===== src/hlb_pkg.sv =====
package hlb_pkg;
   localparam int ADDR_W = 22;
   localparam int DATA_W = 16;
   localparam real CLK_PERIOD_NS = 10.0;
   localparam real CLK_DUTY_PCT = 50.0;
   localparam int MEM_DEPTH = 16;
   localparam int MEM_IDX_LSB = 1;
   localparam logic [ADDR_W-1:0] IRQ_REG_ADDR = 22'h3FFFFE;
   localparam logic PHASE_ONE = 1'b1;
   localparam logic UBE_MASTER_LEVEL = 1'b0;
   localparam logic MIO_MASTER_LEVEL = 1'b1;
   localparam logic STRAP_SYNC_LEVEL = 1'b1;
   localparam logic STRAP_CMD_LEVEL = 1'b0;
   localparam int SMP_RD = 0;
   localparam int SMP_WR = 1;
   localparam int SMP_GNT = 2;
   localparam int SMP_W = 3;

   typedef struct packed {
      logic syncStrobes;
      logic cmdProtocol;
      logic [1:0] testMode;
   } hlb_strap_t;

   typedef struct packed {
      logic [ADDR_W-1:0] addr;
      logic [DATA_W-1:0] wdata;
      logic write;
   } hlb_mreq_t;

   typedef enum {
      M_IDLE,
      M_REQ,
      M_CYCLE,
      M_WAIT,
      M_RELEASE
   } hlb_mstate_t;
endpackage


===== src/host_local_bus_interface.sv =====
// Notes on behaviour
// RULE1 - address lines are inputs as slave, driven only while owning the bus
// RULE2 - upper byte enable is a slave input, driven low while master
// RULE3 - upper byte enable at reset end picks synchronous or asynchronous sampling
// RULE4 - strobes are slave inputs sampled per strap, driven by us as master
// RULE5 - memory/io pin is a slave input, driven high while master
// RULE6 - memory/io pin at reset end picks command or status-only protocol
// RULE7 - slave access only while chip select is low
// RULE8 - master path enable high exactly while we own the bus after grant
// RULE9 - slave path enable high while a slave cycle runs
// RULE10 - ready input sampled synchronously during our master cycles
// RULE11 - hold request high while an engine needs the bus
// RULE12 - grant comes only in answer to our hold request
// RULE13 - interrupt is OR of engine interrupts, cleared by interrupt register access
// RULE14 - reset synchronised inside, all units to defined state; the memory array mem_q has no reset
// RULE15 - reset aligns the two-phase divider to phase one
// RULE16 - strobe levels at reset end latched as test mode
// RULE17 - internal cycle is two input clock periods
// RULE18 - slave path reads and writes graphics memory
// RULE19 - no master drive before grant, drive released before request drops
`timescale 1ns/10ps
module host_local_bus_interface #(
   parameter int MemDepth = hlb_pkg::MEM_DEPTH
) (
   input wire logic mclk,
   input wire logic resetn,
   input wire logic [hlb_pkg::ADDR_W-1:0] localAddrIn,
   output logic [hlb_pkg::ADDR_W-1:0] localAddrOut,
   output logic localAddrOe,
   input wire logic [hlb_pkg::DATA_W-1:0] localDataIn,
   output logic [hlb_pkg::DATA_W-1:0] localDataOut,
   output logic localDataOe,
   input wire logic upperByteEnableNIn,
   output logic upperByteEnableNOut,
   output logic upperByteEnableNOe,
   input wire logic rdNIn,
   output logic rdNOut,
   output logic rdNOe,
   input wire logic wrNIn,
   output logic wrNOut,
   output logic wrNOe,
   input wire logic memIoSelectIn,
   output logic memIoSelectOut,
   output logic memIoSelectOe,
   input wire logic csN,
   input wire logic readyN,
   input wire logic busHoldGrant,
   output logic busHoldRequest,
   output logic masterPathEnable,
   output logic slavePathEnable,
   input wire logic drawIrq,
   input wire logic dispIrq,
   output logic irqOut,
   output logic phaseOne,
   output hlb_pkg::hlb_strap_t strapOut,
   input wire logic engineNeedBus,
   input wire hlb_pkg::hlb_mreq_t engineReq,
   output logic engineDone,
   output logic [hlb_pkg::DATA_W-1:0] engineRdata
);
   import hlb_pkg::*;

   localparam int IdxW = $clog2(MemDepth);

   function automatic logic [IdxW-1:0] memIndex(input logic [ADDR_W-1:0] a);
      memIndex = a[MEM_IDX_LSB +: IdxW];
   endfunction

   logic rstMeta_q, rstSync_q, rstDone_q;
   logic phase_q;
   hlb_strap_t strap_q;
   logic [SMP_W-1:0] smpMeta_q, smpSync_q, smpDirect_q;
   logic csN_q, mio_q;
   logic [ADDR_W-1:0] addrIn_q;
   logic [DATA_W-1:0] dataIn_q;
   logic [DATA_W-1:0] mem_q [MemDepth];
   hlb_mstate_t state_q, state_d;
   hlb_mreq_t mreq_q;
   logic holdReq_q, masterEn_q, busOe_q, rdStrobeN_q, wrStrobeN_q;
   logic slaveEn_q, dataOe_q;
   logic [DATA_W-1:0] dataOut_q, engRdata_q;
   logic engDone_q, irq_q, drawPrev_q, dispPrev_q;

   wire inRst = !rstSync_q;
   wire cycleEn = phase_q;
   wire [SMP_W-1:0] smpSel = strap_q.syncStrobes ? smpDirect_q : smpSync_q; // RULE3
   wire rdAct = !smpSel[SMP_RD]; // RULE4
   wire wrAct = !smpSel[SMP_WR]; // RULE4
   wire grantS = smpSel[SMP_GNT];
   wire slaveHit = !csN_q && (rdAct || wrAct) && !masterEn_q && !inRst; // RULE7 RULE14
   wire slaveStart = slaveHit && !slaveEn_q;
   wire regSpace = strap_q.cmdProtocol ? !mio_q : 1'b1; // RULE6
   wire isIrqReg = regSpace && (addrIn_q == IRQ_REG_ADDR);
   wire irqClr = slaveStart && isIrqReg; // RULE13
   wire irqEvt = (drawIrq && !drawPrev_q) || (dispIrq && !dispPrev_q); // RULE13
   wire memWr = slaveStart && wrAct && !isIrqReg; // RULE18
   wire [DATA_W-1:0] irqWord = {{(DATA_W-1){1'b0}}, irq_q};
   wire [DATA_W-1:0] slaveRd = isIrqReg ? irqWord : mem_q[memIndex(addrIn_q)]; // RULE18
   wire readyS = !readyN; // RULE10

   // reset release is synchronised so the divider, master state and slave/interrupt logic leave reset on one edge
   always_ff @(posedge mclk or negedge resetn) begin
      if (!resetn) begin
         rstMeta_q <= 1'b0;
         rstSync_q <= 1'b0;
      end else begin
         rstMeta_q <= 1'b1; // RULE14
         rstSync_q <= rstMeta_q; // RULE14
      end
   end

   always_ff @(posedge mclk or negedge resetn) begin
      if (!resetn) begin
         phase_q <= PHASE_ONE;
         rstDone_q <= 1'b0;
         strap_q <= '0;
      end else begin
         phase_q <= inRst ? PHASE_ONE : !phase_q; // RULE15 RULE17
         rstDone_q <= rstSync_q;
         // straps caught by a clock edge at release, never by the reset itself
         if (rstSync_q && !rstDone_q) begin
            strap_q.syncStrobes <= (upperByteEnableNIn == STRAP_SYNC_LEVEL); // RULE3
            strap_q.cmdProtocol <= (memIoSelectIn == STRAP_CMD_LEVEL); // RULE6
            strap_q.testMode <= {rdNIn, wrNIn}; // RULE16
         end
      end
   end

   // one flop for synchronous masters, two flops for asynchronous ones
   always_ff @(posedge mclk or negedge resetn) begin
      if (!resetn) begin
         smpMeta_q <= 3'h3;
         smpSync_q <= 3'h3;
         smpDirect_q <= 3'h3;
         csN_q <= 1'b1;
         mio_q <= 1'b0;
         addrIn_q <= '0;
         dataIn_q <= '0;
      end else begin
         smpMeta_q <= {busHoldGrant, wrNIn, rdNIn};
         smpSync_q <= smpMeta_q;
         smpDirect_q <= {busHoldGrant, wrNIn, rdNIn};
         csN_q <= csN;
         mio_q <= memIoSelectIn;
         addrIn_q <= localAddrIn; // RULE1
         dataIn_q <= localDataIn;
      end
   end

   always_ff @(posedge mclk) begin
      if (memWr) begin
         mem_q[memIndex(addrIn_q)] <= dataIn_q; // RULE18
      end
   end

   always_ff @(posedge mclk or negedge resetn) begin
      if (!resetn) begin
         slaveEn_q <= 1'b0;
         irq_q <= 1'b0;
         drawPrev_q <= 1'b0;
         dispPrev_q <= 1'b0;
      end else if (inRst) begin
         slaveEn_q <= 1'b0;
         irq_q <= 1'b0;
         drawPrev_q <= 1'b0;
         dispPrev_q <= 1'b0;
      end else begin
         slaveEn_q <= slaveHit; // RULE9
         drawPrev_q <= drawIrq;
         dispPrev_q <= dispIrq;
         // a new engine event beats a clear in the same cycle
         irq_q <= irqEvt ? 1'b1 : (irqClr ? 1'b0 : irq_q); // RULE13
      end
   end

   always_comb begin
      state_d = state_q;
      case (state_q)
         M_IDLE: if (engineNeedBus) state_d = M_REQ; // RULE11
         M_REQ: if (grantS) state_d = M_CYCLE; // RULE12
         M_CYCLE: state_d = M_WAIT;
         M_WAIT: if (readyS) state_d = M_RELEASE; // RULE10
         M_RELEASE: state_d = M_IDLE;
         default: state_d = M_IDLE;
      endcase
   end

   always_ff @(posedge mclk or negedge resetn) begin
      if (!resetn) begin
         state_q <= M_IDLE;
         mreq_q <= '0;
         holdReq_q <= 1'b0;
         masterEn_q <= 1'b0;
         busOe_q <= 1'b0;
         rdStrobeN_q <= 1'b1;
         wrStrobeN_q <= 1'b1;
         engDone_q <= 1'b0;
         engRdata_q <= '0;
      end else if (inRst) begin
         state_q <= M_IDLE;
         holdReq_q <= 1'b0;
         masterEn_q <= 1'b0;
         busOe_q <= 1'b0;
         rdStrobeN_q <= 1'b1;
         wrStrobeN_q <= 1'b1;
         engDone_q <= 1'b0;
      end else begin
         engDone_q <= 1'b0;
         if (cycleEn) begin
            state_q <= state_d;
            case (state_q)
               M_IDLE: if (engineNeedBus) begin
                  holdReq_q <= 1'b1; // RULE11
                  mreq_q <= engineReq;
               end
               M_REQ: if (grantS) begin
                  masterEn_q <= 1'b1; // RULE8
                  busOe_q <= 1'b1; // RULE19
               end
               // one flop per strobe keeps the pins free of decode glitches
               M_CYCLE: begin
                  rdStrobeN_q <= mreq_q.write; // RULE4
                  wrStrobeN_q <= !mreq_q.write; // RULE4
               end
               M_WAIT: if (readyS) begin
                  rdStrobeN_q <= 1'b1;
                  wrStrobeN_q <= 1'b1;
                  busOe_q <= 1'b0; // RULE19
                  engDone_q <= 1'b1;
                  engRdata_q <= dataIn_q;
               end
               M_RELEASE: begin
                  masterEn_q <= 1'b0; // RULE8
                  holdReq_q <= 1'b0; // RULE19
               end
               default: holdReq_q <= 1'b0;
            endcase
         end
      end
   end

   // one data driver: slave read data, else master write data
   always_ff @(posedge mclk or negedge resetn) begin
      if (!resetn) begin
         dataOe_q <= 1'b0;
         dataOut_q <= '0;
      end else begin
         dataOe_q <= (slaveHit && rdAct) || (busOe_q && mreq_q.write && !inRst); // RULE18
         dataOut_q <= (slaveHit && rdAct) ? slaveRd : mreq_q.wdata;
      end
   end

   assign localAddrOut = mreq_q.addr;
   assign localAddrOe = busOe_q; // RULE1
   assign localDataOut = dataOut_q;
   assign localDataOe = dataOe_q;
   assign upperByteEnableNOut = UBE_MASTER_LEVEL; // RULE2
   assign upperByteEnableNOe = busOe_q; // RULE2
   assign rdNOut = rdStrobeN_q; // RULE4
   assign wrNOut = wrStrobeN_q; // RULE4
   assign rdNOe = busOe_q;
   assign wrNOe = busOe_q;
   assign memIoSelectOut = MIO_MASTER_LEVEL; // RULE5
   assign memIoSelectOe = busOe_q; // RULE5
   assign busHoldRequest = holdReq_q;
   assign masterPathEnable = masterEn_q;
   assign slavePathEnable = slaveEn_q;
   assign irqOut = irq_q;
   assign phaseOne = phase_q;
   assign strapOut = strap_q;
   assign engineDone = engDone_q;
   assign engineRdata = engRdata_q;
endmodule // host_local_bus_interface


===== config.mk =====
export PLATFORM = sky130hd
export DESIGN_NAME = host_local_bus_interface
export DESIGN_NICKNAME = d
export VERILOG_FILES = /design/src/hlb_pkg.sv /design/src/host_local_bus_interface.sv
export SDC_FILE = /design/constraint.sdc
export NUM_CORES = 1
export LEC_CHECK = 0
export BUFFER_PORTS_ARGS = -buffer_cell sky130_fd_sc_hd__buf_2
export CORE_ASPECT_RATIO = 0.7
export CORE_MARGIN = 1
export CORE_UTILIZATION = 52
export DETAILED_ROUTE_END_ITERATION = 10
export GPL_TIMING_DRIVEN = 1
export PLACE_DENSITY_LB_ADDON = 0.1
export SYNTH_ARGS = -nofsm -noshare
export SYNTH_HDL_FRONTEND = slang
export SYNTH_SLANG_ARGS = --single-unit

===== constraint.sdc =====
create_clock -name mclk -period 3.15 [get_ports mclk]
set_input_delay 0.315 -clock mclk [delete_from_list [all_inputs] [get_ports mclk]]
set_output_delay 0.315 -clock mclk [all_outputs]
set_load 0.01 [all_outputs]

==> metrics <==
result of the run=finished clean; Async S/R FF share, synth=35.2%; placeable core region=27800 sq um; routed wire length per instance=23.7 um; R2R Setup Slk=0.44 ns; Netlist cell types=44; Relative slew margins=32.4%; 1st-pass router iterations=6; number of vias per cell after detailed routing=5.68; required time of the critical path=3.52 ns; maximum clock frequency=370 MHz; area grow syn2layout=20.1%; highest net fanout along the worst path=40; number of flops mapped to enable cells by yosys=256; die height=143 um; length in cells of the worst reg-to-reg path=5; sinks on the clock net=395; Worst Tran Pin Value=1.01 ns; setup repair after global routing missed its margin=no; clock-pin slew of the registers on the worst-case setup and hold paths=0.07 ns; ratio of final minimum period to clock period=85.9%; crit path time final=2.71 ns; TritonCTS clock tree=built; Mapped Avg Cell Area=19.8 sq um; critical path capture point type=flip-flop; source of the worst hold timing path=engineReq[33]; number of buffers on the longest clock path=3; maximum ir drop on the vdd rail=0.403 mV; endpoint of the worst register-to-register path=localDataOut[5]$_DFF_PN0_; number of hold buffers added after CTS=47; detailed-route DRC error count=0; setup slack after placement=0.356 ns; vias in the first global route=8019; detailed-route wire length=32.4 mm; effective utilization at floorplan=52.9%; antenna violation net count after detailed routing=0; HPWL Detailed=21.0 mm; Post-CTS Resized=0; Synth Register Bits=395; Post-Route Setup TNS=0 ns; total inserted antenna cells=0; overall track demand over capacity in global routing=23.1%; power per standard cell area=680 nW/um^2; primary flip-flop cell chosen by synthesis mapping=edfxtp_1; area share of the leading cell type in the synthesized netlist=52.4%; maximum number of pins on one net before global-route repair=81; Bufs and invs on worst path=1; routed vias=7777; final-stage net count=1058; number of buffers inserted by post-CTS setup repair=0; Final Slew Violations=0; worst hold path endpoint=localAddrOut[16]$_DFFE_PN0P_; clock latency reported for the late side of the worst-skew pair=0.53 ns; max cap viols=0; total grt overflow=0; CP Cell Sequence=buf_4, mux4_1, a22o_1, a221oi_1, o21ai_0; Cell Rows=51; crit path from=addrIn_q[1]$_DFF_PN0_; area of the die=28900 sq um; 1st-iter DRT viols=633; cell depth of the worst hold path=2; global-route wire length before repair=48.6 mm; total leakage power=6.72 nW; Final Hold Violating Endpoints=0; Syn Std Cell Area=14700 sq um; share of synthesized area occupied by flip-flops and latches=76.1%; number of failing setup endpoints in the final timing report=0; ratio of cells with drive above 1 in the final layout=39.8%; weighted congestion at the end of routability-driven global placement=0.842; arrival time worst endpoint=3.08 ns; type of the worst setup path=flip-flop to flip-flop; HP Class=input port to flip-flop; Yosys warnings=0; worst clock skew=0.0224 ns; number of clock buffers inserted by TritonCTS=36; IO Port Bufs=160; stage delay of the slowest cell on the critical path=0.96 ns; root buffer selected by CTS=clkbuf_16; worst-case setup margin in the final layout=0.445 ns; leading area contributor after synthesis=edfxtp_1; synthesized netlist cell count=743; worst r2r src=addrIn_q[1]$_DFF_PN0_; Synth area leaders=edfxtp_1, dfrtp_1, mux4_2; category of cells accounting for the largest share of critical-path delay=flip-flops; die width=203 um; number of I/O pins=163; startpoint type of the worst setup path=flip-flop; # H-tree levels=2; Worst path slowest cell=dfrtp_4; number of antenna violations at the first check in global routing=0
-- per-layer routing --
| metal | global-route usage (%) | vias to the layer above | routed length (um) |
|---|---|---|---|
| met1 | 32.5 | 4096 | 13900 |
| met3 | 4.56 | 47 | 1940 |
| met4 | 6.45 | 0 | 547 |
| li1 | - | 3348 | - |
| met5 | 0 | - | 0 |
| met2 | 37.1 | 286 | 16000 |
-- power by group --
part | switching, W | leakage, nW | internal (W)
combinational | 0.000628 | 2.15 | 0.000633
sequential | 0.000291 | 3.97 | 0.00595
clock | 0.00183 | 0.600 | 0.00267
total | 0.00275 | 6.72 | 0.00925
-- stage by stage --
stage	area, sq um	total power, W	hold WS, ns	instances	utilization, %
after floorplan	14700	0.00709	0.0194	744	-
after global placement	15900	0.00752	0.335	1255	57.4
after detailed placement	15900	0.00758	0.343	1255	57.4
after CTS	17600	0.0121	0.000106	1368	63.5
after global routing	17600	0.0125	0.00598	1368	63.5
final	17600	0.0120	0.0209	1368	63.5
-- area by class of cell --
type	instances	area, sq um
Sequential cell	395	11200
Fill cell	1899	10100
Multi-Input combinational cell	281	3130
Timing Repair Buffer	250	1610
Clock buffer	52	1010
Tap cell	371	464
Clock inverter	14	220
Inverter	5	18.8
-- worst max path at each step --
stage,endpoint,slack (ns),cells after the start
2_1_floorplan,mem_q[0][0]$_DFFE_PP_,0.22,5
3_3_place_gp,localDataOut[5]$_DFF_PN0_,0.40,5
3_5_place_dp,localDataOut[13]$_DFF_PN0_,0.36,5
4_1_cts,localDataOut[1]$_DFF_PN0_,0.35,5
5_1_grt,localDataOut[1]$_DFF_PN0_,0.12,5
6_report,localDataOut[5]$_DFF_PN0_,0.44,5
-- synthesized netlist by cell type, drive strengths merged (2+ instances only) --
| library cell | n |
|---|---|
| nand4 | 5 |
| a22o | 16 |
| a221oi | 15 |
| dfrtp | 131 |
| o31ai | 2 |
| nor3b | 3 |
| nand3 | 6 |
| and2 | 4 |
| a22oi | 3 |
| conb | 2 |
| nand2 | 30 |
| nor4b | 2 |
| mux2 | 61 |
| inv | 5 |
| nand3b | 2 |
| clkbuf | 16 |
| dfstp | 8 |
| o21ai | 18 |
| nor3 | 6 |
| edfxtp | 256 |
| nor2b | 3 |
| a41oi | 2 |
| mux4 | 64 |
| a21boi | 2 |
| buf | 47 |
| nor2 | 17 |
| mux2i | 4 |
| nand2b | 4 |
-- layout by cell type (no fill, tap or decap), types with 2 or more instances in the layout --
| cell | synthesis | routed |
|---|---|---|
| nand2_1 | 30 | 30 |
| a21boi_0 | 2 | 2 |
| nand2b_1 | 4 | 4 |
| dfstp_2 | 8 | 8 |
| nor2_1 | 17 | 16 |
| inv_1 | 5 | 5 |
| bufinv_16 | 0 | 5 |
| nor4b_1 | 2 | 2 |
| mux4_1 | 3 | 3 |
| clkbuf_8 | 0 | 3 |
| nand3_1 | 6 | 5 |
| clkinv_2 | 0 | 3 |
| conb_1 | 2 | 3 |
| clkbuf_1 | 16 | 12 |
| nor3_2 | 1 | 5 |
| mux2_2 | 61 | 61 |
| o31ai_1 | 2 | 2 |
| a221oi_1 | 15 | 15 |
| dfrtp_1 | 131 | 129 |
| nor3b_1 | 3 | 2 |
| o21ai_0 | 18 | 18 |
| and2_1 | 4 | 4 |
| clkbuf_16 | 0 | 37 |
| mux2i_1 | 4 | 4 |
| a41oi_1 | 2 | 2 |
| dlygate4sd3_1 | 0 | 47 |
| a22oi_1 | 2 | 2 |
| clkinv_4 | 0 | 2 |
| a22o_1 | 16 | 16 |
| buf_2 | 11 | 159 |
| edfxtp_1 | 256 | 256 |
| buf_4 | 33 | 42 |
| mux4_2 | 61 | 61 |
| inv_6 | 0 | 2 |
| nand3b_1 | 2 | 2 |
| nor2b_1 | 3 | 3 |
| nand4_1 | 5 | 5 |
-- flip-flops by register name (all words and copies together) (netlist names), 3 cells and up --
register,count
engineRdata,16
mreq_q,17
smpSync_q,3
strapOut,4
state_q,3
localAddrOut,22
dataIn_q,16
addrIn_q,22
localDataOut,16
smpDirect_q,3
mem_q,256
-- cells by family (layout without fill, tap and decap cells) --
logic type             after synthesis  after routing  synth area share (%)
other                                2              3                0.0511
muxes                              129            129                  14.8
DFF                                395            395                  76.1
and+or+nand+nor                     86             86                  2.92
buffers and inverters               68            321                  2.84
AOI/OAI and AO/OA                   63             63                  3.24
Power figures use the tool's default switching activity.
